--- config.mk ---
export PLATFORM = sky130hd
export DESIGN_NAME = dac_path_cfg
export DESIGN_NICKNAME = d
export VERILOG_FILES = /design/src/verilog/dac_cfg_pkg.sv /design/src/verilog/sample_lane.sv /design/src/verilog/align_select.sv /design/src/verilog/dac_path_cfg.sv
export SDC_FILE = /design/constraint.sdc
export NUM_CORES = 1
export LEC_CHECK = 0
export BUFFER_PORTS_ARGS = -buffer_cell sky130_fd_sc_hd__buf_2
export CORE_MARGIN = 2
export CORE_UTILIZATION = 40
export CTS_CLUSTER_SIZE = 40
export DETAILED_ROUTE_END_ITERATION = 8
export PLACE_DENSITY_LB_ADDON = 0.3
export SYNTH_ARGS = -nofsm -noshare
export SYNTH_HDL_FRONTEND = slang
export SYNTH_HIERARCHICAL = 1
export SYNTH_SLANG_ARGS = --single-unit
--- constraint.sdc ---
create_clock -name CLK_I -period 3.5 [get_ports CLK_I]
set_input_delay 0.35 -clock CLK_I [delete_from_list [all_inputs] [get_ports CLK_I]]
set_output_delay 0.35 -clock CLK_I [all_outputs]
set_load 0.005 [all_outputs]
--- src/verilog/dac_cfg_pkg.sv ---
// Package with register map, field positions, reset values and widths of the DAC path slice
package dac_cfg_pkg;

	// ------------------------------------------------------------
	// Widths
	// ------------------------------------------------------------
	localparam int REG_ADDR_W   = 8;
	localparam int REG_DATA_W   = 8;
	localparam int SAMPLE_W_DEF = 16;
	localparam int OFFSET_W     = 13;
	localparam int OFFSET_LO_W  = 8;
	localparam int OFFSET_HI_W  = 5;
	localparam int LANES        = 2;
	localparam int LANE_A       = 0;
	localparam int LANE_B       = 1;

	// ------------------------------------------------------------
	// Register offsets
	// ------------------------------------------------------------
	localparam logic [REG_ADDR_W-1:0] ADDR_POLARITY_ALIGN = 8'h12;
	localparam logic [REG_ADDR_W-1:0] ADDR_ROUTE_SELECT   = 8'h13;
	localparam logic [REG_ADDR_W-1:0] ADDR_OFFSET_A_LO    = 8'h14;
	localparam logic [REG_ADDR_W-1:0] ADDR_OFFSET_B_LO    = 8'h15;
	localparam logic [REG_ADDR_W-1:0] ADDR_OFFSET_A_HI    = 8'h16;
	localparam logic [REG_ADDR_W-1:0] ADDR_OFFSET_B_HI    = 8'h17;

	// ------------------------------------------------------------
	// Field positions
	// ------------------------------------------------------------
	localparam int BIT_INVERT_A    = 3;
	localparam int BIT_INVERT_B    = 2;
	localparam int BIT_ALIGN_ENA   = 1;
	localparam int BIT_COPY_A_TO_B = 7;
	localparam int BIT_COPY_B_TO_A = 6;
	localparam int BIT_ALIGN_SEL   = 1;
	localparam int BIT_REVERSE     = 0;
	localparam int OFFSET_HI_LSB   = 3;

	// ------------------------------------------------------------
	// Writable masks and reset values
	// ------------------------------------------------------------
	localparam logic [REG_DATA_W-1:0] MASK_POLARITY_ALIGN = 8'h0E;
	localparam logic [REG_DATA_W-1:0] MASK_ROUTE_SELECT   = 8'hC3;
	localparam logic [REG_DATA_W-1:0] MASK_OFFSET_HI      = 8'hF8;
	localparam logic [REG_DATA_W-1:0] RST_POLARITY_ALIGN  = 8'h02;
	localparam logic [REG_DATA_W-1:0] RST_ROUTE_SELECT    = 8'h00;
	localparam logic [REG_DATA_W-1:0] RST_OFFSET_LO       = 8'h00;
	localparam logic [REG_DATA_W-1:0] RST_OFFSET_HI       = 8'h00;
	localparam logic [REG_DATA_W-1:0] READ_UNMAPPED       = 8'h00;

	// ------------------------------------------------------------
	// Alignment source codes
	// ------------------------------------------------------------
	localparam logic ALIGN_SRC_STROBE = 1'b0;
	localparam logic ALIGN_SRC_FRAME  = 1'b1;

endpackage

--- src/verilog/sample_lane.sv ---
// One converter lane: offset add with saturation, then optional complement
module sample_lane
	import dac_cfg_pkg::*;
#(
	parameter int SAMPLE_W = SAMPLE_W_DEF
) (
	// Clock and reset
	input  wire logic                clk_i,
	input  wire logic                rst_i,
	// Sample in
	input  wire logic                valid_i,
	input  wire logic [SAMPLE_W-1:0] sample_i,
	input  wire logic [OFFSET_W-1:0] offset_i,
	input  wire logic                invert_i,
	// Sample out
	output logic                     valid_o,
	output logic [SAMPLE_W-1:0]      data_o
);

	localparam logic [SAMPLE_W-1:0] POS_FULL = {1'b0, {(SAMPLE_W-1){1'b1}}};
	localparam logic [SAMPLE_W-1:0] NEG_FULL = {1'b1, {(SAMPLE_W-1){1'b0}}};

	logic [SAMPLE_W:0]   sum;
	logic [SAMPLE_W-1:0] clipped;
	logic [SAMPLE_W-1:0] next_data;
	logic                next_valid;

	always_comb begin
		// One guard bit is enough: offset is narrower than the sample
		sum = {sample_i[SAMPLE_W-1], sample_i}
			+ {{(SAMPLE_W+1-OFFSET_W){offset_i[OFFSET_W-1]}}, offset_i}; // see [RULE15]
		if (sum[SAMPLE_W] != sum[SAMPLE_W-1]) begin
			clipped = sum[SAMPLE_W] ? NEG_FULL : POS_FULL; // see [RULE15]
		end else begin
			clipped = sum[SAMPLE_W-1:0];
		end
		// Complement comes last so it acts like swapped data lines at the converter
		next_data  = invert_i ? ~clipped : clipped; // see [RULE1] see [RULE2]
		next_valid = valid_i;
	end

	always_ff @(posedge clk_i) begin
		if (rst_i) begin
			data_o  <= '0;
			valid_o <= 1'b0;
		end else begin
			data_o  <= next_data;
			valid_o <= next_valid;
		end
	end

endmodule

--- src/verilog/align_select.sv ---
// Alignment source choice and one-cycle divider realign pulse
module align_select
	import dac_cfg_pkg::*;
(
	// Clock and reset
	input  wire logic clk_i,
	input  wire logic rst_i,
	// Control
	input  wire logic enable_i,
	input  wire logic source_sel_i,
	// Sources
	input  wire logic ext_align_strobe_i,
	input  wire logic frame_marker_i,
	// Pulse out
	output logic      realign_o
);

	logic chosen;
	logic chosen_q;
	logic next_chosen_q;
	logic next_realign;

	always_comb begin
		chosen        = (source_sel_i == ALIGN_SRC_FRAME) ? frame_marker_i : ext_align_strobe_i; // see [RULE7]
		next_chosen_q = chosen;
		// Rising edge only, so a long strobe realigns once
		next_realign  = enable_i && chosen && !chosen_q; // see [RULE3]
	end

	always_ff @(posedge clk_i) begin
		if (rst_i) begin
			chosen_q  <= 1'b0;
			realign_o <= 1'b0;
		end else begin
			chosen_q  <= next_chosen_q;
			realign_o <= next_realign;
		end
	end

endmodule

--- src/verilog/dac_path_cfg.sv ---
// Top of the DAC data path configuration slice: registers, autosync, routing and lanes
//
// Contract
// [RULE1] Invert bit complements converter A data
// [RULE2] Invert bit complements converter B data
// [RULE3] Align enable gates divider realign from source
// [RULE4] Host aligns divider only during initialisation
// [RULE5] Copy bit drives channel A onto B
// [RULE6] Copy bit drives channel B onto A
// [RULE7] Select bit picks strobe or frame marker
// [RULE8] Reverse bit mirrors input word bit order
// [RULE9] Register 0x14 holds A offset low byte
// [RULE10] Register 0x15 holds B offset low byte
// [RULE11] Writing 0x14 loads all offsets together
// [RULE12] Other offset writes only touch shadow copies
// [RULE13] Host writes channel A low byte last
// [RULE14] Upper five offset bits at 0x16, 0x17
// [RULE15] Add signed offset, saturate at full scale
module dac_path_cfg
	import dac_cfg_pkg::*;
#(
	parameter int SAMPLE_W = SAMPLE_W_DEF
) (
	// Clock and reset
	input  wire logic                  CLK_I,
	input  wire logic                  SYS_RST_I,
	// Register port
	input  wire logic                  REG_WR_I,
	input  wire logic                  REG_RD_I,
	input  wire logic [REG_ADDR_W-1:0] REG_ADDR_I,
	input  wire logic [REG_DATA_W-1:0] REG_WDATA_I,
	output logic      [REG_DATA_W-1:0] REG_RDATA_O,
	output logic                       REG_RVALID_O,
	// Input samples
	input  wire logic                  SAMPLE_VALID_I,
	input  wire logic [SAMPLE_W-1:0]   SAMPLE_A_I,
	input  wire logic [SAMPLE_W-1:0]   SAMPLE_B_I,
	// Alignment sources
	input  wire logic                  EXT_ALIGN_STROBE_I,
	input  wire logic                  FRAME_MARKER_I,
	// Converter data
	output logic                       DAC_VALID_O,
	output logic      [SAMPLE_W-1:0]   DAC_A_O,
	output logic      [SAMPLE_W-1:0]   DAC_B_O,
	// Status
	output logic                       DIV_ALIGN_O,
	output logic      [OFFSET_W-1:0]   ACTIVE_OFFSET_A_O,
	output logic      [OFFSET_W-1:0]   ACTIVE_OFFSET_B_O
);

	// ------------------------------------------------------------
	// Helpers
	// ------------------------------------------------------------
	function automatic logic [SAMPLE_W-1:0] mirror(input logic [SAMPLE_W-1:0] word);
		logic [SAMPLE_W-1:0] res;
		res = '0;
		for (int k = 0; k < SAMPLE_W; k++) begin
			res[k] = word[SAMPLE_W-1-k];
		end
		return res;
	endfunction

	function automatic logic hit(input logic [REG_ADDR_W-1:0] addr,
	                             input logic [REG_ADDR_W-1:0] target,
	                             input logic                  strobe);
		return strobe && (addr == target);
	endfunction

	// ------------------------------------------------------------
	// Register state
	// ------------------------------------------------------------
	logic [REG_DATA_W-1:0] polarity_align;
	logic [REG_DATA_W-1:0] route_select;
	logic [REG_DATA_W-1:0] offset_a_lo;
	logic [REG_DATA_W-1:0] offset_b_lo;
	logic [REG_DATA_W-1:0] offset_a_hi;
	logic [REG_DATA_W-1:0] offset_b_hi;
	logic [OFFSET_W-1:0]   active_a;
	logic [OFFSET_W-1:0]   active_b;

	logic [REG_DATA_W-1:0] next_polarity_align;
	logic [REG_DATA_W-1:0] next_route_select;
	logic [REG_DATA_W-1:0] next_offset_a_lo;
	logic [REG_DATA_W-1:0] next_offset_b_lo;
	logic [REG_DATA_W-1:0] next_offset_a_hi;
	logic [REG_DATA_W-1:0] next_offset_b_hi;
	logic [OFFSET_W-1:0]   next_active_a;
	logic [OFFSET_W-1:0]   next_active_b;
	logic [REG_DATA_W-1:0] next_rdata;
	logic                  next_rvalid;
	logic                  wr_polarity;
	logic                  wr_route;
	logic                  wr_b_lo;
	logic                  wr_a_hi;
	logic                  wr_b_hi;
	logic                  autosync;

	// One decoder per strike; the write process only reads the results
	assign wr_polarity = hit(REG_ADDR_I, ADDR_POLARITY_ALIGN, REG_WR_I);
	assign wr_route    = hit(REG_ADDR_I, ADDR_ROUTE_SELECT, REG_WR_I);
	assign wr_b_lo     = hit(REG_ADDR_I, ADDR_OFFSET_B_LO, REG_WR_I);
	assign wr_a_hi     = hit(REG_ADDR_I, ADDR_OFFSET_A_HI, REG_WR_I);
	assign wr_b_hi     = hit(REG_ADDR_I, ADDR_OFFSET_B_HI, REG_WR_I);
	// Any write to the A low byte triggers the autosync, whatever the data
	assign autosync    = hit(REG_ADDR_I, ADDR_OFFSET_A_LO, REG_WR_I); // see [RULE11]

	always_comb begin
		next_polarity_align = polarity_align;
		next_route_select   = route_select;
		next_offset_a_lo    = offset_a_lo;
		next_offset_b_lo    = offset_b_lo;
		next_offset_a_hi    = offset_a_hi;
		next_offset_b_hi    = offset_b_hi;
		next_active_a       = active_a;
		next_active_b       = active_b;
		// Reserved bits are dropped here, so read-back shows them as zero
		if (wr_polarity) begin
			next_polarity_align = REG_WDATA_I & MASK_POLARITY_ALIGN;
		end
		if (wr_route) begin
			next_route_select = REG_WDATA_I & MASK_ROUTE_SELECT;
		end
		// Shadow-only writes; active offsets stay put
		if (wr_b_lo) begin
			next_offset_b_lo = REG_WDATA_I; // see [RULE10] see [RULE12]
		end
		if (wr_a_hi) begin
			next_offset_a_hi = REG_WDATA_I & MASK_OFFSET_HI; // see [RULE14] see [RULE12]
		end
		if (wr_b_hi) begin
			next_offset_b_hi = REG_WDATA_I & MASK_OFFSET_HI; // see [RULE14] see [RULE12]
		end
		// Autosync: the new A low byte is taken from the bus so it lands in the same edge
		if (autosync) begin
			next_offset_a_lo = REG_WDATA_I; // see [RULE9]
			next_active_a    = {offset_a_hi[REG_DATA_W-1:OFFSET_HI_LSB], REG_WDATA_I}; // see [RULE11]
			next_active_b    = {offset_b_hi[REG_DATA_W-1:OFFSET_HI_LSB], offset_b_lo}; // see [RULE11]
		end
	end

	always_ff @(posedge CLK_I) begin
		if (SYS_RST_I) begin
			polarity_align <= RST_POLARITY_ALIGN;
			route_select   <= RST_ROUTE_SELECT;
			offset_a_lo    <= RST_OFFSET_LO;
			offset_b_lo    <= RST_OFFSET_LO;
			offset_a_hi    <= RST_OFFSET_HI;
			offset_b_hi    <= RST_OFFSET_HI;
			active_a       <= '0;
			active_b       <= '0;
		end else begin
			polarity_align <= next_polarity_align;
			route_select   <= next_route_select;
			offset_a_lo    <= next_offset_a_lo;
			offset_b_lo    <= next_offset_b_lo;
			offset_a_hi    <= next_offset_a_hi;
			offset_b_hi    <= next_offset_b_hi;
			active_a       <= next_active_a;
			active_b       <= next_active_b;
		end
	end

	// ------------------------------------------------------------
	// Control fields
	// ------------------------------------------------------------
	// Named once so the datapath below never indexes raw register bits
	logic invert_a;
	logic invert_b;
	logic align_ena;
	logic copy_a_to_b;
	logic copy_b_to_a;
	logic align_sel;
	logic reverse_bits;

	assign invert_a     = polarity_align[BIT_INVERT_A]; // see [RULE1]
	assign invert_b     = polarity_align[BIT_INVERT_B]; // see [RULE2]
	assign align_ena    = polarity_align[BIT_ALIGN_ENA]; // see [RULE3]
	assign copy_a_to_b  = route_select[BIT_COPY_A_TO_B]; // see [RULE5]
	assign copy_b_to_a  = route_select[BIT_COPY_B_TO_A]; // see [RULE6]
	assign align_sel    = route_select[BIT_ALIGN_SEL]; // see [RULE7]
	assign reverse_bits = route_select[BIT_REVERSE]; // see [RULE8]

	// ------------------------------------------------------------
	// Read-back
	// ------------------------------------------------------------
	// A read in the same cycle as a write returns the value before the write
	always_comb begin
		next_rvalid = REG_RD_I;
		// Data holds between reads; only the valid pulse marks a fresh answer
		next_rdata  = REG_RDATA_O;
		if (REG_RD_I) begin
			case (REG_ADDR_I)
				ADDR_POLARITY_ALIGN: begin
					next_rdata = polarity_align;
				end
				ADDR_ROUTE_SELECT: begin
					next_rdata = route_select;
				end
				ADDR_OFFSET_A_LO: begin
					next_rdata = offset_a_lo;
				end
				ADDR_OFFSET_B_LO: begin
					next_rdata = offset_b_lo;
				end
				ADDR_OFFSET_A_HI: begin
					next_rdata = offset_a_hi;
				end
				ADDR_OFFSET_B_HI: begin
					next_rdata = offset_b_hi;
				end
				default: begin
					next_rdata = READ_UNMAPPED;
				end
			endcase
		end
	end

	always_ff @(posedge CLK_I) begin
		if (SYS_RST_I) begin
			REG_RDATA_O       <= READ_UNMAPPED;
			REG_RVALID_O      <= 1'b0;
			ACTIVE_OFFSET_A_O <= '0;
			ACTIVE_OFFSET_B_O <= '0;
		end else begin
			REG_RDATA_O       <= next_rdata;
			REG_RVALID_O      <= next_rvalid;
			ACTIVE_OFFSET_A_O <= next_active_a;
			ACTIVE_OFFSET_B_O <= next_active_b;
		end
	end

	// ------------------------------------------------------------
	// Input ordering and channel routing
	// ------------------------------------------------------------
	logic [SAMPLE_W-1:0] word_a;
	logic [SAMPLE_W-1:0] word_b;
	logic [SAMPLE_W-1:0] routed [LANES];
	logic                routed_valid;
	logic [SAMPLE_W-1:0] next_routed [LANES];
	logic                next_routed_valid;

	always_comb begin
		word_a = reverse_bits ? mirror(SAMPLE_A_I) : SAMPLE_A_I; // see [RULE8]
		word_b = reverse_bits ? mirror(SAMPLE_B_I) : SAMPLE_B_I; // see [RULE8]
		// Both copy bits set swaps the channels
		next_routed[LANE_A] = copy_b_to_a ? word_b : word_a; // see [RULE6]
		next_routed[LANE_B] = copy_a_to_b ? word_a : word_b; // see [RULE5]
		next_routed_valid   = SAMPLE_VALID_I;
	end

	always_ff @(posedge CLK_I) begin
		if (SYS_RST_I) begin
			routed[LANE_A] <= '0;
			routed[LANE_B] <= '0;
			routed_valid   <= 1'b0;
		end else begin
			routed[LANE_A] <= next_routed[LANE_A];
			routed[LANE_B] <= next_routed[LANE_B];
			routed_valid   <= next_routed_valid;
		end
	end

	// ------------------------------------------------------------
	// Converter lanes
	// ------------------------------------------------------------
	logic [OFFSET_W-1:0] lane_offset [LANES];
	logic                lane_invert [LANES];
	logic [SAMPLE_W-1:0] lane_data   [LANES];
	logic                lane_valid  [LANES];

	assign lane_offset[LANE_A] = active_a;
	assign lane_offset[LANE_B] = active_b;
	assign lane_invert[LANE_A] = invert_a;
	assign lane_invert[LANE_B] = invert_b;

	generate
		for (genvar g = 0; g < LANES; g++) begin : g_lane
			sample_lane #(
				.SAMPLE_W (SAMPLE_W)
			) u_lane (
				.clk_i    (CLK_I),
				.rst_i    (SYS_RST_I),
				.valid_i  (routed_valid),
				.sample_i (routed[g]),
				.offset_i (lane_offset[g]),
				.invert_i (lane_invert[g]),
				.valid_o  (lane_valid[g]),
				.data_o   (lane_data[g])
			);
		end
	endgenerate

	assign DAC_A_O     = lane_data[LANE_A];
	assign DAC_B_O     = lane_data[LANE_B];
	assign DAC_VALID_O = lane_valid[LANE_A];

	// ------------------------------------------------------------
	// Divider alignment
	// ------------------------------------------------------------
	// Realigning mid-stream shifts the divider phase; software keeps it to bring-up
	align_select u_align (
		.clk_i              (CLK_I),
		.rst_i              (SYS_RST_I),
		.enable_i           (align_ena),
		.source_sel_i       (align_sel),
		.ext_align_strobe_i (EXT_ALIGN_STROBE_I),
		.frame_marker_i     (FRAME_MARKER_I),
		.realign_o          (DIV_ALIGN_O)
	);

endmodule

==> impl.org, run 1 <==
** Critical path
- Setup slack on the worst reg-to-reg path comes out at roughly 0.26 ns.
- The worst setup path is of the reg2reg kind.
- STA classifies the critical path startpoint as a flop.
- At the worst endpoint, the arrival time is 3.51 ns.
- STA puts the critical path data required time at 3.78 ns.
- Worst Path Max Fanout :: 17
- STA classifies the critical path endpoint as a flop.

** GRT
- The first global-routing pass estimated 29700 um of wire.
- After global routing the overflow that remains totals 0.
- Entering global routing, the biggest net connects 70 pins.
- Global routing usage summed across all routing layers :: 0.193
- The via count of the first global-routing pass was roughly 5400.
- The number of antenna violations at the first check in global routing came to 5.

** Layout
- Area Growth Syn to Fin :: 17.4%
- Final Core Density :: 0.481
- Post-layout nets :: ~930
- Non-Filler Instances :: about 1100
- In the final layout, the share of cells above drive strength 1 is 0.282.
- Number of filler instances in the final layout :: 1741
- With fillers left out, the area of the finished cells amounts to 0.00866 mm2.

** CTS
- Clock tree from TritonCTS :: done
- Clock-pin slew was measured on the worst setup and hold paths at around 0.06 ns.
- For the worst-skew pair, the clock arrives at the later sink with an insertion delay of 0.42 ns.
- CTS H-tree depth :: 4
- The number of hold buffers added after CTS was 0.
- Counting along the longest clock path gives a buffer depth of 2.
- CTS saw 128 sinks.
- Buffers added to address setup during post-CTS repair amount to 0.
- Number of buffers created by CTS :: 17
- In this run the clock root is driven by a sky130_fd_sc_hd__clkbuf_16.
- Post-cts sizing count :: 0

** Timing
- Setup repair after global routing missed its margin :: no
- Worst slew margin :: 0.258
- The max-slew violation total from the final report was 0.
- Total negative slack :: 0 ns
- Fin. Hold Viols :: 0
- Setup violations remaining at the end of the flow were counted as 0.
- Slew at the pin closest to its max-slew limit :: around 1.1 ns
- For this run, the top clock speed supported by timing is a little over 300 MHz.
- Minimum clock period after layout :: approximately 3.2 ns
- Between clock sinks in the finished design, the worst skew comes to approximately 0.012 ns.
- Of the available clock period, the critical path in the final layout requires 0.925.

** Pwr
- Switching pwr :: 900 uW
- The share of total power dissipated in combinational logic is 0.097.
- Int Pwr :: 2.82 mW
- Across the VDD grid, the largest voltage drop is approximately 0.34 mV.
- Proportion of power drawn by the clock network :: 0.493
- For this design the ratio of total power to cell area is 429 mW/mm2.
- For this design the static power due to leakage is 3.79 nW.
- Relative contribution of sequential cells to total power :: 0.410
- Net switching fraction of the power :: 0.242

** Job
- Reported max-cap violation count :: 0

** Die
- 124 I/O pins were placed.
- The floorplan step defined a die boundary enclosing roughly 0.02 mm2.
- The die is ~140 um tall.
- In this run the horizontal extent of the chip is roughly 140 um.
- For this configuration, the core starts out at a cell density of 0.410.
- Standard-cell rows :: 49
- The core region is 0.0180 mm2.

** Run status
- The run finished with clean final reports.

** Placed design
- Area after DPL :: about 0.008 mm2
- Routability-driven placement finished with a final weighted congestion of 0.890.
- Detailed placement finished with a half-perimeter wire length of around 14000 um.
- # placed instances :: ~1000
- Port Buffers :: between 100 and 150

** Routing
- Residual antenna-violating net count after detailed routing :: 0
- Initial drt markers :: between 300 and 400
- In the routed layout, each cell is associated on average with a via count of about 5.5.
- Wires add up to approximately 19000 um.
- Number of vias in the routed layout :: a little under 6000
- In the routed design, unresolved DRC markers number 0.
- Dividing the detail-routed wire length by the instance count gives between 15 and 20 um.
- The pre-antenna-repair detailed-routing pass consisted of 7 iterations.

** Yosys
- Yosys printed 6 warnings.
- Gate count after technology mapping :: about 740
- In this run the cell area of the synthesized design comes to 0.00738 mm2.
- After synthesis, the mean cell area works out to 10.0 um2.
- When the netlist entered floorplanning its net count stood at 824.

** Hold path
- The worst hold path belongs to the class in2reg.
[power by group through the flow]
| stage | sequential [mW] | combinational [mW] | clock, mW |
|---|---|---|---|
| floorplan | 1.56 | 0.244 | 0 |
| detailed placement | 1.56 | 0.358 | 0 |
| global placement | 1.56 | 0.356 | 0 |
| finish | 1.53 | 0.361 | 1.83 |
| global route | 1.53 | 0.395 | 1.93 |
| CTS | 1.53 | 0.361 | 1.87 |
[critical path, stage by stage, from the launching register on]
cell and delay, ns:
sky130_fd_sc_hd__dfxtp_1 0.33, sky130_fd_sc_hd__ha_1 0.22, sky130_fd_sc_hd__fa_1 0.44, sky130_fd_sc_hd__a211oi_2 0.26, sky130_fd_sc_hd__o2111ai_1 0.23, sky130_fd_sc_hd__a2111oi_4 0.42, sky130_fd_sc_hd__nor3_2 0.10, sky130_fd_sc_hd__or2_1 0.52
sky130_fd_sc_hd__maj3_2 0.44, sky130_fd_sc_hd__mux2i_1 0.12
[final timing paths]
kind | start | to | depth (start not counted)
worst min register to register | u_align/chosen_q | u_align/realign_o | 1
worst max register to register | ACTIVE_OFFSET_B_O[0] | g_lane[1].u_lane/data_o[8] | 9
worst max-delay path | ACTIVE_OFFSET_B_O[0] | g_lane[1].u_lane/data_o[8] | 9
worst min-delay path | SAMPLE_VALID_I | routed_valid | 2
[layout make-up]
cell class	count	area, um2	area share
clock inverter	13	178	0.0205
inverter	11	41.3	0.00477
antenna	1	2.50	0.000289
tap	229	287	0.0331
sequential	128	2560	0.296
timing repair buffer	126	641	0.0739
clock buffer	19	433	0.0500
multi-input combinational	554	4520	0.522
[flip-flops by register name, indices dropped and copies added (netlist names), 6 cells and up]
signal                cells
ACTIVE_OFFSET_A_O         6
offset_a_lo               7
offset_b_lo               8
routed                   32
ACTIVE_OFFSET_B_O        13
g_lane.u_lane/data_o     32
REG_RDATA_O               8
[through the flow]
stage	hold WS, ns	setup slack [ns]	total power [mW]
2_1_floorplan	0.392	0.604	1.80
3_3_place_gp	0.396	0.393	1.91
3_5_place_dp	0.409	0.322	1.92
4_1_cts	0.138	0.268	3.75
5_1_grt	0.142	0.0689	3.85
6_report	0.160	0.263	3.72
[layer usage]
metal	GRT usage	wire, um	up-vias
li1	-	-	2890
met1	0.261	8820	2828
met2	0.303	8840	159
met3	0.0533	1120	24
met4	0.0547	283	6
met5	0	34	-
[cell usage in the layout (no fill, tap or decap), types with 5 or more instances in the layout]
cell type / n
sky130_fd_sc_hd__a21o_1: 11
sky130_fd_sc_hd__a21oi_1: 53
sky130_fd_sc_hd__a21oi_2: 6
sky130_fd_sc_hd__a22o_1: 5
sky130_fd_sc_hd__a31oi_1: 5
sky130_fd_sc_hd__buf_2: 122
sky130_fd_sc_hd__clkbuf_16: 17
sky130_fd_sc_hd__dfxtp_1: 127
sky130_fd_sc_hd__ha_1: 32
sky130_fd_sc_hd__inv_1: 11
sky130_fd_sc_hd__maj3_2: 18
sky130_fd_sc_hd__mux2i_1: 59
sky130_fd_sc_hd__mux4_2: 35
sky130_fd_sc_hd__nand2_1: 75
sky130_fd_sc_hd__nand2b_1: 10
sky130_fd_sc_hd__nand3_1: 12
sky130_fd_sc_hd__nor2_1: 50
sky130_fd_sc_hd__nor2b_1: 40
sky130_fd_sc_hd__nor3_1: 8
sky130_fd_sc_hd__o211ai_1: 5
sky130_fd_sc_hd__o21ai_0: 10
sky130_fd_sc_hd__o21ai_1: 5
sky130_fd_sc_hd__or2_2: 5
sky130_fd_sc_hd__or3_1: 5
sky130_fd_sc_hd__xnor2_1: 17
sky130_fd_sc_hd__xor2_1: 9
Note: power is estimated with default switching activity, not from simulation.
==> run 2: changes to the inputs <==
--- a/config.mk
+++ b/config.mk
@@ -10,6 +10,7 @@
 export CORE_UTILIZATION = 40
 export CTS_CLUSTER_SIZE = 40
 export DETAILED_ROUTE_END_ITERATION = 8
+export GPL_TIMING_DRIVEN = 0
 export PLACE_DENSITY_LB_ADDON = 0.3
 export SYNTH_ARGS = -nofsm -noshare
 export SYNTH_HDL_FRONTEND = slang
==> impl.org, run 2 (synthesis results as in run 1) <==
** Placed design
- HPWL after detailed placement :: 15800 um (was 14200 um)
- GP Congestion :: 0.914 (was 0.890)
- Port Buffers :: 122 (was 123)
- The area after detailed placement is 0.00828 mm2 (was 0.00805 mm2).

** Layout
- The final antenna diode count is 0 (was 1).
- Design area :: 0.00886 mm2 (was 0.00866 mm2)
- Largest registers: g_lane.u_lane/data_o x32, routed x32, ACTIVE_OFFSET_B_O x13 (unchanged).
- Area Growth Syn to Fin :: 20.1% (was 17.4%)
- The fraction of layout cells with a size suffix above 1 was 0.289 (was 0.282).
- Most frequent cells in the layout: 133 x sky130_fd_sc_hd__buf_2, 128 x sky130_fd_sc_hd__dfxtp_1, 75 x sky130_fd_sc_hd__nand2_1, 59 x sky130_fd_sc_hd__mux2i_1, 53 x sky130_fd_sc_hd__a21oi_1 (was 127 x sky130_fd_sc_hd__dfxtp_1, 122 x sky130_fd_sc_hd__buf_2, 75 x sky130_fd_sc_hd__nand2_1, 59 x sky130_fd_sc_hd__mux2i_1, 53 x sky130_fd_sc_hd__a21oi_1).
- Most common cell after layout, fill and taps aside :: sky130_fd_sc_hd__buf_2 (was sky130_fd_sc_hd__dfxtp_1)
- The final layout net count was 965 (was 927).

** Die
- Standard-cell rows :: 49 (unchanged)
- Total die area :: 0.0196 mm2 (unchanged)
- Top Ports :: 124 (unchanged)
- The die boundary height is 140 um (unchanged).
- Core box area :: 0.0180 mm2 (unchanged)
- The floorplan die width came to 140 um (unchanged).
- The initial standard-cell utilization of the core is 0.410 (unchanged).

** Critical path
- The kind of cell adding the most delay to the critical path was adder cells (unchanged).
- Element type at the critical path end :: flop (unchanged)
- The setup slack of the worst register-to-register path was 0.33 ns (was 0.26 ns).
- Data arrival time of the critical path :: 3.45 ns (was 3.51 ns)
- The category of the worst setup path launch point is a flop (unchanged).
- Number of buffers and inverters on the critical path :: 2 (was 0)
- The data required time at the worst endpoint was 3.78 ns (about the same).
- The type of the worst setup path is reg2reg (unchanged).
- Delay of the slowest cell on the worst path :: 0.45 ns (was 0.52 ns)
- The critical-path cell with the highest stage delay is sky130_fd_sc_hd__fa_1 (was sky130_fd_sc_hd__or2_1).
- Worst Path Max Fanout :: 10 (was 17)
- Critical Path, Cell by Cell: ha_1 > fa_1 > a211oi_2 > o2111ai_1 > a2111oi_4 > nor3_2 > or2_1 > buf_6 > buf_12 > maj3_2 > mux2i_1 (was ha_1 > fa_1 > a211oi_2 > o2111ai_1 > a2111oi_4 > nor3_2 > or2_1 > maj3_2 > mux2i_1).

** Timing
- The number of hold violations in the final report came to 0 (unchanged).
- Slew at the pin closest to its max-slew limit :: 0.637 ns (was 1.11 ns)
- Final Slew Violations :: 0 (unchanged)
- The clock tree skew after final layout is 0.00653 ns (was 0.0117 ns).
- Total negative slack :: 0 ns (unchanged)
- The relative slew slack came to 0.575 (was 0.258).
- Minimum clock period after layout :: 3.17 ns (was 3.24 ns)
- Post-route clock period utilization :: 0.906 (was 0.925)
- Setup repair after global routing missed its margin :: no (unchanged)
- The final number of setup-violating endpoints came to 0 (unchanged).
- Final Hold Slack :: 0.157 ns (was 0.160 ns)
- Highest achievable clock rate :: 315 MHz (was 309 MHz)

** CTS
- CTS H-tree depth :: 4 (unchanged)
- Number of buffers created by CTS :: 17 (unchanged)
- The total setup buffers inserted after CTS is 0 (unchanged).
- Clock transition at the registers of the reported paths :: 0.06 ns (about the same)
- The cell chosen for the clock root is sky130_fd_sc_hd__clkbuf_16 (unchanged).
- Insertion delay to the later sink of the worst-skew pair :: 0.41 ns (was 0.42 ns)
- The count of clock tree sinks was 128 (unchanged).
- Post-cts sizing count :: 0 (unchanged)
- The CTS tree is done (unchanged).
- Number of buffers on the longest clock path :: 2 (unchanged)
- Hold buffer count at cts :: 0 (unchanged)

** Routing
- Via density :: 5.47 (was 5.46)
- The post-detailed-route wirelength per cell came to 18.2 um (was 17.7 um).
- The routed metal-1 wirelength was 9310 um (was 8820 um).
- The number of optimization iterations in the first detailed-route pass came to 5 (was 7).
- Residual antenna-violating net count after detailed routing :: 0 (unchanged)
- Met2 WL :: 9580 um (was 8840 um)
- The final routed wirelength across all metal layers came to 20300 um (was 19100 um).
- WL met3 :: 1170 um (was 1120 um)
- Initial drt markers :: 490 (was 311)
- Number of design rule violations left after detail routing :: 0 (unchanged)
- Top routing layer in use :: met5 (unchanged)
- The number of vias in the routed layout is 6102 (was 5907).

** Pwr
- The maximum vdd drop is 0.365 mV (was 0.337 mV).
- Cell area power density :: 416 mW/mm2 (was 429 mW/mm2)
- Static Leak :: 3.92 nW (was 3.79 nW)
- Int Pwr :: 2.83 mW (was 2.82 mW)
- The sequential fraction of design power is 0.413 (was 0.410).
- The proportion of power drawn by combinational gates is 0.104 (was 0.097).
- The switching power is 859 uW (was 900 uW).
- Net switching fraction of the power :: 0.233 (was 0.242)
- The clock network fraction of total power was 0.483 (was 0.493).
- The total power consumption of the routed design was 3.69 mW (was 3.72 mW).

** Hold path
- The path category of the worst min-delay check was in2reg (unchanged).

** GRT
- The overall track demand over capacity in global routing came to 0.208 (was 0.193).
- Largest net degree at the start of global routing :: 18 (was 70)
- Wire length of the first global-routing pass :: 31600 um (was 29700 um)
- The number of antenna violations at the first check in global routing came to 2 (was 5).
- Number of global-route vias before repair :: 5651 (was 5442)
- The residual overflow from global routing was 0 (unchanged).

** Job
- Reported max-cap violation count :: 0 (unchanged)

** Run status
- Status :: complete, no violations (unchanged)
-- run 2: layout make-up --
| cell class | instances | area [um2] |
|---|---|---|
| Fill cell | 1744 | 9160 |
| Multi-Input combinational cell | 554 | 4520 |
| Clock buffer | 21 | 450 |
| Timing Repair Buffer | 122 | 611 |
| Clock inverter | 9 | 135 |
| Inverter | 11 | 41.3 |
| Sequential cell | 128 | 2560 |
| Tap cell | 229 | 287 |
| Buffer | 42 | 259 |
-- run 2: worst paths after layout --
path | depth (start not counted) | endpoint | startpoint
worst min-delay path | 2 | routed_valid | SAMPLE_VALID_I
worst max register to register | 11 | g_lane[1].u_lane/data_o[13] | ACTIVE_OFFSET_B_O[0]
worst min register to register | 1 | u_align/realign_o | u_align/chosen_q
worst max-delay path | 11 | g_lane[1].u_lane/data_o[13] | ACTIVE_OFFSET_B_O[0]
-- run 2: routing by layer --
layer  up-vias  global-route usage
li1       2972                   -
met1      2920               0.282
met2       189               0.337
met3        17              0.0537
met4         4              0.0421
met5         -                   0
-- run 2: stage by stage --
stage                     utilization  instances  setup WS, ns
final                           0.492       1116         0.328
after detailed placement        0.459       1086         0.334
after floorplan                     -        735         0.604
after CTS                       0.492       1116         0.312
after global placement          0.459       1086         0.362
after global routing            0.492       1116         0.131
-- run 2: power groups by stage --
stage,clock network (mW),registers [mW],logic [mW]
5_1_grt,1.89,1.53,0.416
3_3_place_gp,0,1.56,0.377
2_1_floorplan,0,1.56,0.244
6_report,1.78,1.52,0.383
4_1_cts,1.82,1.53,0.383
3_5_place_dp,0,1.56,0.381
==> run 3: changes to the inputs <==
--- a/config.mk
+++ b/config.mk
@@ -11,7 +11,6 @@
 export CTS_CLUSTER_SIZE = 40
 export DETAILED_ROUTE_END_ITERATION = 8
 export GPL_TIMING_DRIVEN = 0
-export PLACE_DENSITY_LB_ADDON = 0.3
 export SYNTH_ARGS = -nofsm -noshare
 export SYNTH_HDL_FRONTEND = slang
 export SYNTH_HIERARCHICAL = 1
==> impl.org, run 3 (synthesis results as in run 1) <==
** Routing
- Initial drt markers :: 361 (was 490)
- The final antenna-violating net count was 0 (unchanged).
- The post-detailed-route wirelength per cell is 18.1 um (was 18.2 um).
- The number of optimization iterations in the first detailed-route pass is 4 (was 5).
- The final routed wirelength across all metal layers was 20200 um (was 20300 um).
- Number of design rule violations left after detail routing :: 0 (unchanged)
- The number of vias in the routed layout is 6043 (was 6102).
- Via density :: 5.41 (was 5.47)

** Critical path
- The category of the worst setup path launch point is a flop (unchanged).
- Element type at the critical path end :: flop (unchanged)
- The arrival time at the worst endpoint came to 3.55 ns (was 3.45 ns).
- The type of the worst setup path was reg2reg (unchanged).
- The kind of cell adding the most delay to the critical path was adder cells (unchanged).
- The critical-path cell with the highest stage delay was sky130_fd_sc_hd__a2111oi_4 (was sky130_fd_sc_hd__fa_1).
- Delay of the slowest cell on the worst path :: 0.47 ns (was 0.45 ns)
- Worst Path Max Fanout :: 10 (unchanged)
- The buffer and inverter count on the worst path was 2 (unchanged).
- The data required time at the worst endpoint was 3.79 ns (was 3.78 ns).
- Critical Path, Cell by Cell: ha_1 > fa_1 > a211oi_2 > o2111ai_1 > a2111oi_4 > nor3_2 > or2_1 > buf_6 > buf_12 > maj3_2 > mux2i_1 (unchanged).

** CTS
- The count of clock tree sinks came to 128 (unchanged).
- The number of hold buffers added after CTS came to 0 (unchanged).
- The post-cts repair resize count is 0 (unchanged).
- The total setup buffers inserted after CTS was 0 (unchanged).
- The maximum level of the CTS H-tree was 4 (unchanged).
- Buffer type at the clock tree root :: sky130_fd_sc_hd__clkbuf_16 (unchanged)
- Clock transition at the registers of the reported paths :: 0.06 ns (about the same)
- The number of CTS-inserted buffers was 17 (unchanged).
- The maximum root-to-sink buffer count is 2 (unchanged).
- Clock tree from TritonCTS :: done (unchanged)
- The source-to-sink clock delay at the later pin of the worst-skew pair was 0.42 ns (was 0.41 ns).

** Pwr
- Peak supply drop :: 0.378 mV (was 0.365 mV)
- The total power consumption of the routed design is 3.66 mW (was 3.69 mW).
- Static Leak :: 3.90 nW (was 3.92 nW)
- Cell area power density :: 413 mW/mm2 (was 416 mW/mm2)

** Die
- The die boundary height was 140 um (unchanged).
- The die area was 0.0196 mm2 (unchanged).
- The standard cell core area came to 0.0180 mm2 (unchanged).
- Top Ports :: 124 (unchanged)
- The total number of placement rows came to 49 (unchanged).
- The initial standard-cell utilization of the core came to 0.410 (unchanged).
- The floorplan die width was 140 um (unchanged).

** Timing
- Fin. Hold Viols :: 0 (unchanged)
- Setup repair after global routing missed its margin :: no (unchanged)
- Worst slew margin :: 0.522 (was 0.575)
- The max-slew violation total from the final report came to 0 (unchanged).
- Total negative slack :: 0 ns (unchanged)
- The clock tree skew after final layout was 0.00868 ns (was 0.00653 ns).
- The clock period minus worst slack was 3.27 ns (was 3.17 ns).
- Slew at the pin closest to its max-slew limit :: 0.716 ns (was 0.637 ns)
- The final number of setup-violating endpoints is 0 (unchanged).
- Post-route clock period utilization :: 0.934 (was 0.906)
- The top achievable clock speed is 306 MHz (was 315 MHz).

** Layout
- Most common cell after layout, fill and taps aside :: sky130_fd_sc_hd__buf_2 (unchanged)
- Post-layout nets :: 965 (unchanged)
- Most frequent cells in the layout :: 133 x sky130_fd_sc_hd__buf_2, 128 x sky130_fd_sc_hd__dfxtp_1, 75 x sky130_fd_sc_hd__nand2_1, 59 x sky130_fd_sc_hd__mux2i_1, 53 x sky130_fd_sc_hd__a21oi_1 (unchanged)
- Layout cells sized above 1 :: 0.294 (was 0.289)
- The growth of design area from synthesis to finish is 20.1% (about the same).
- Largest registers: g_lane.u_lane/data_o x32, routed x32, ACTIVE_OFFSET_B_O x13 (unchanged).
- The summed area of non-filler cells in the final layout came to 0.00886 mm2 (about the same).
- Number of diodes added for antenna fixing :: 0 (unchanged)
- The number of filler cells placed in the layout came to 1753 (was 1744).

** GRT
- Global routing usage summed across all routing layers :: 0.208 (about the same)
- Wire length of the first global-routing pass :: 31600 um (unchanged)
- The largest net degree at the start of global routing is 18 (unchanged).
- The number of antenna violations at the first check in global routing came to 1 (was 2).
- The via count of the first global-routing pass was 5765 (was 5651).
- The residual overflow from global routing came to 0 (unchanged).

** Placed design
- The area after detailed placement was 0.00828 mm2 (unchanged).
- Port Buffers :: 122 (unchanged)
- HPWL after detailed placement :: 15700 um (was 15800 um)
- GP Congestion :: 0.860 (was 0.914)

** Hold path
- The path category of the worst min-delay check is in2reg (unchanged).

** Run status
- Status: complete, no violations (unchanged).

** Job
- The number of max-capacitance violations reported was 0 (unchanged).
[run 3: changes by cell type in the layout (fill, tap and decap cells not counted)]
| cell | before | now |
|---|---|---|
| sky130_fd_sc_hd__clkinvlp_4 | 0 | 6 |
| sky130_fd_sc_hd__clkbuf_1 | 21 | 18 |
| sky130_fd_sc_hd__inv_6 | 1 | 4 |
| sky130_fd_sc_hd__clkinv_4 | 3 | 1 |
| sky130_fd_sc_hd__bufinv_16 | 3 | 2 |
| sky130_fd_sc_hd__clkbuf_8 | 1 | 0 |
[run 3: final cells by class]
type	instances	area (um2)	share of cell area
Buffer	42	259	0.0292
Tap cell	229	287	0.0323
Inverter	11	41.3	0.00466
Multi-Input combinational cell	554	4520	0.510
Sequential cell	128	2560	0.289
Timing Repair Buffer	122	611	0.0689
Clock buffer	17	425	0.0480
Clock inverter	15	159	0.0179
[run 3: per-layer routing]
| metal | track usage | vias to the layer above | wire (um) |
|---|---|---|---|
| li1 | - | 2962 | - |
| met1 | 0.278 | 2863 | 9380 |
| met2 | 0.341 | 187 | 9480 |
| met3 | 0.0385 | 31 | 942 |
| met4 | 0.0705 | 0 | 427 |
| met5 | 0 | - | 0 |
[run 3: metrics by stage]
step / std cells / hold slack [ns] / util / worst slack (ns)
2_1_floorplan: 735 / 0.392 / - / 0.604
3_3_place_gp: 1086 / 0.396 / 0.459 / 0.287
3_5_place_dp: 1086 / 0.401 / 0.459 / 0.296
4_1_cts: 1118 / 0.136 / 0.492 / 0.260
5_1_grt: 1118 / 0.134 / 0.492 / 0.0607
6_report: 1118 / 0.148 / 0.492 / 0.232
[run 3: worst reg2reg max path: stages (launching register included)]
cell and delay (ns):
sky130_fd_sc_hd__dfxtp_1 0.34, sky130_fd_sc_hd__ha_1 0.25, sky130_fd_sc_hd__fa_1 0.46, sky130_fd_sc_hd__a211oi_2 0.25, sky130_fd_sc_hd__o2111ai_1 0.28, sky130_fd_sc_hd__a2111oi_4 0.47
sky130_fd_sc_hd__nor3_2 0.10, sky130_fd_sc_hd__or2_1 0.25, sky130_fd_sc_hd__buf_6 0.15, sky130_fd_sc_hd__buf_12 0.14, sky130_fd_sc_hd__maj3_2 0.32, sky130_fd_sc_hd__mux2i_1 0.13
[run 3: report_power, final]
group / switching (mW) / internal (mW) / total (mW)
registers: 0.0146 / 1.51 / 1.52
clock network: 0.701 / 1.05 / 1.75
logic: 0.200 / 0.187 / 0.387
total: 0.916 / 2.75 / 3.66
[run 3: path summary, 6_finish.rpt]
path,startpoint,end,slack [ns],depth (start not counted)
worst max-delay path,ACTIVE_OFFSET_B_O[0],g_lane[1].u_lane/data_o[13],0.23,11
worst min-delay path,SAMPLE_VALID_I,routed_valid,0.15,2
worst max register to register,ACTIVE_OFFSET_B_O[0],g_lane[1].u_lane/data_o[13],0.23,11
worst min register to register,u_align/chosen_q,u_align/realign_o,0.40,1
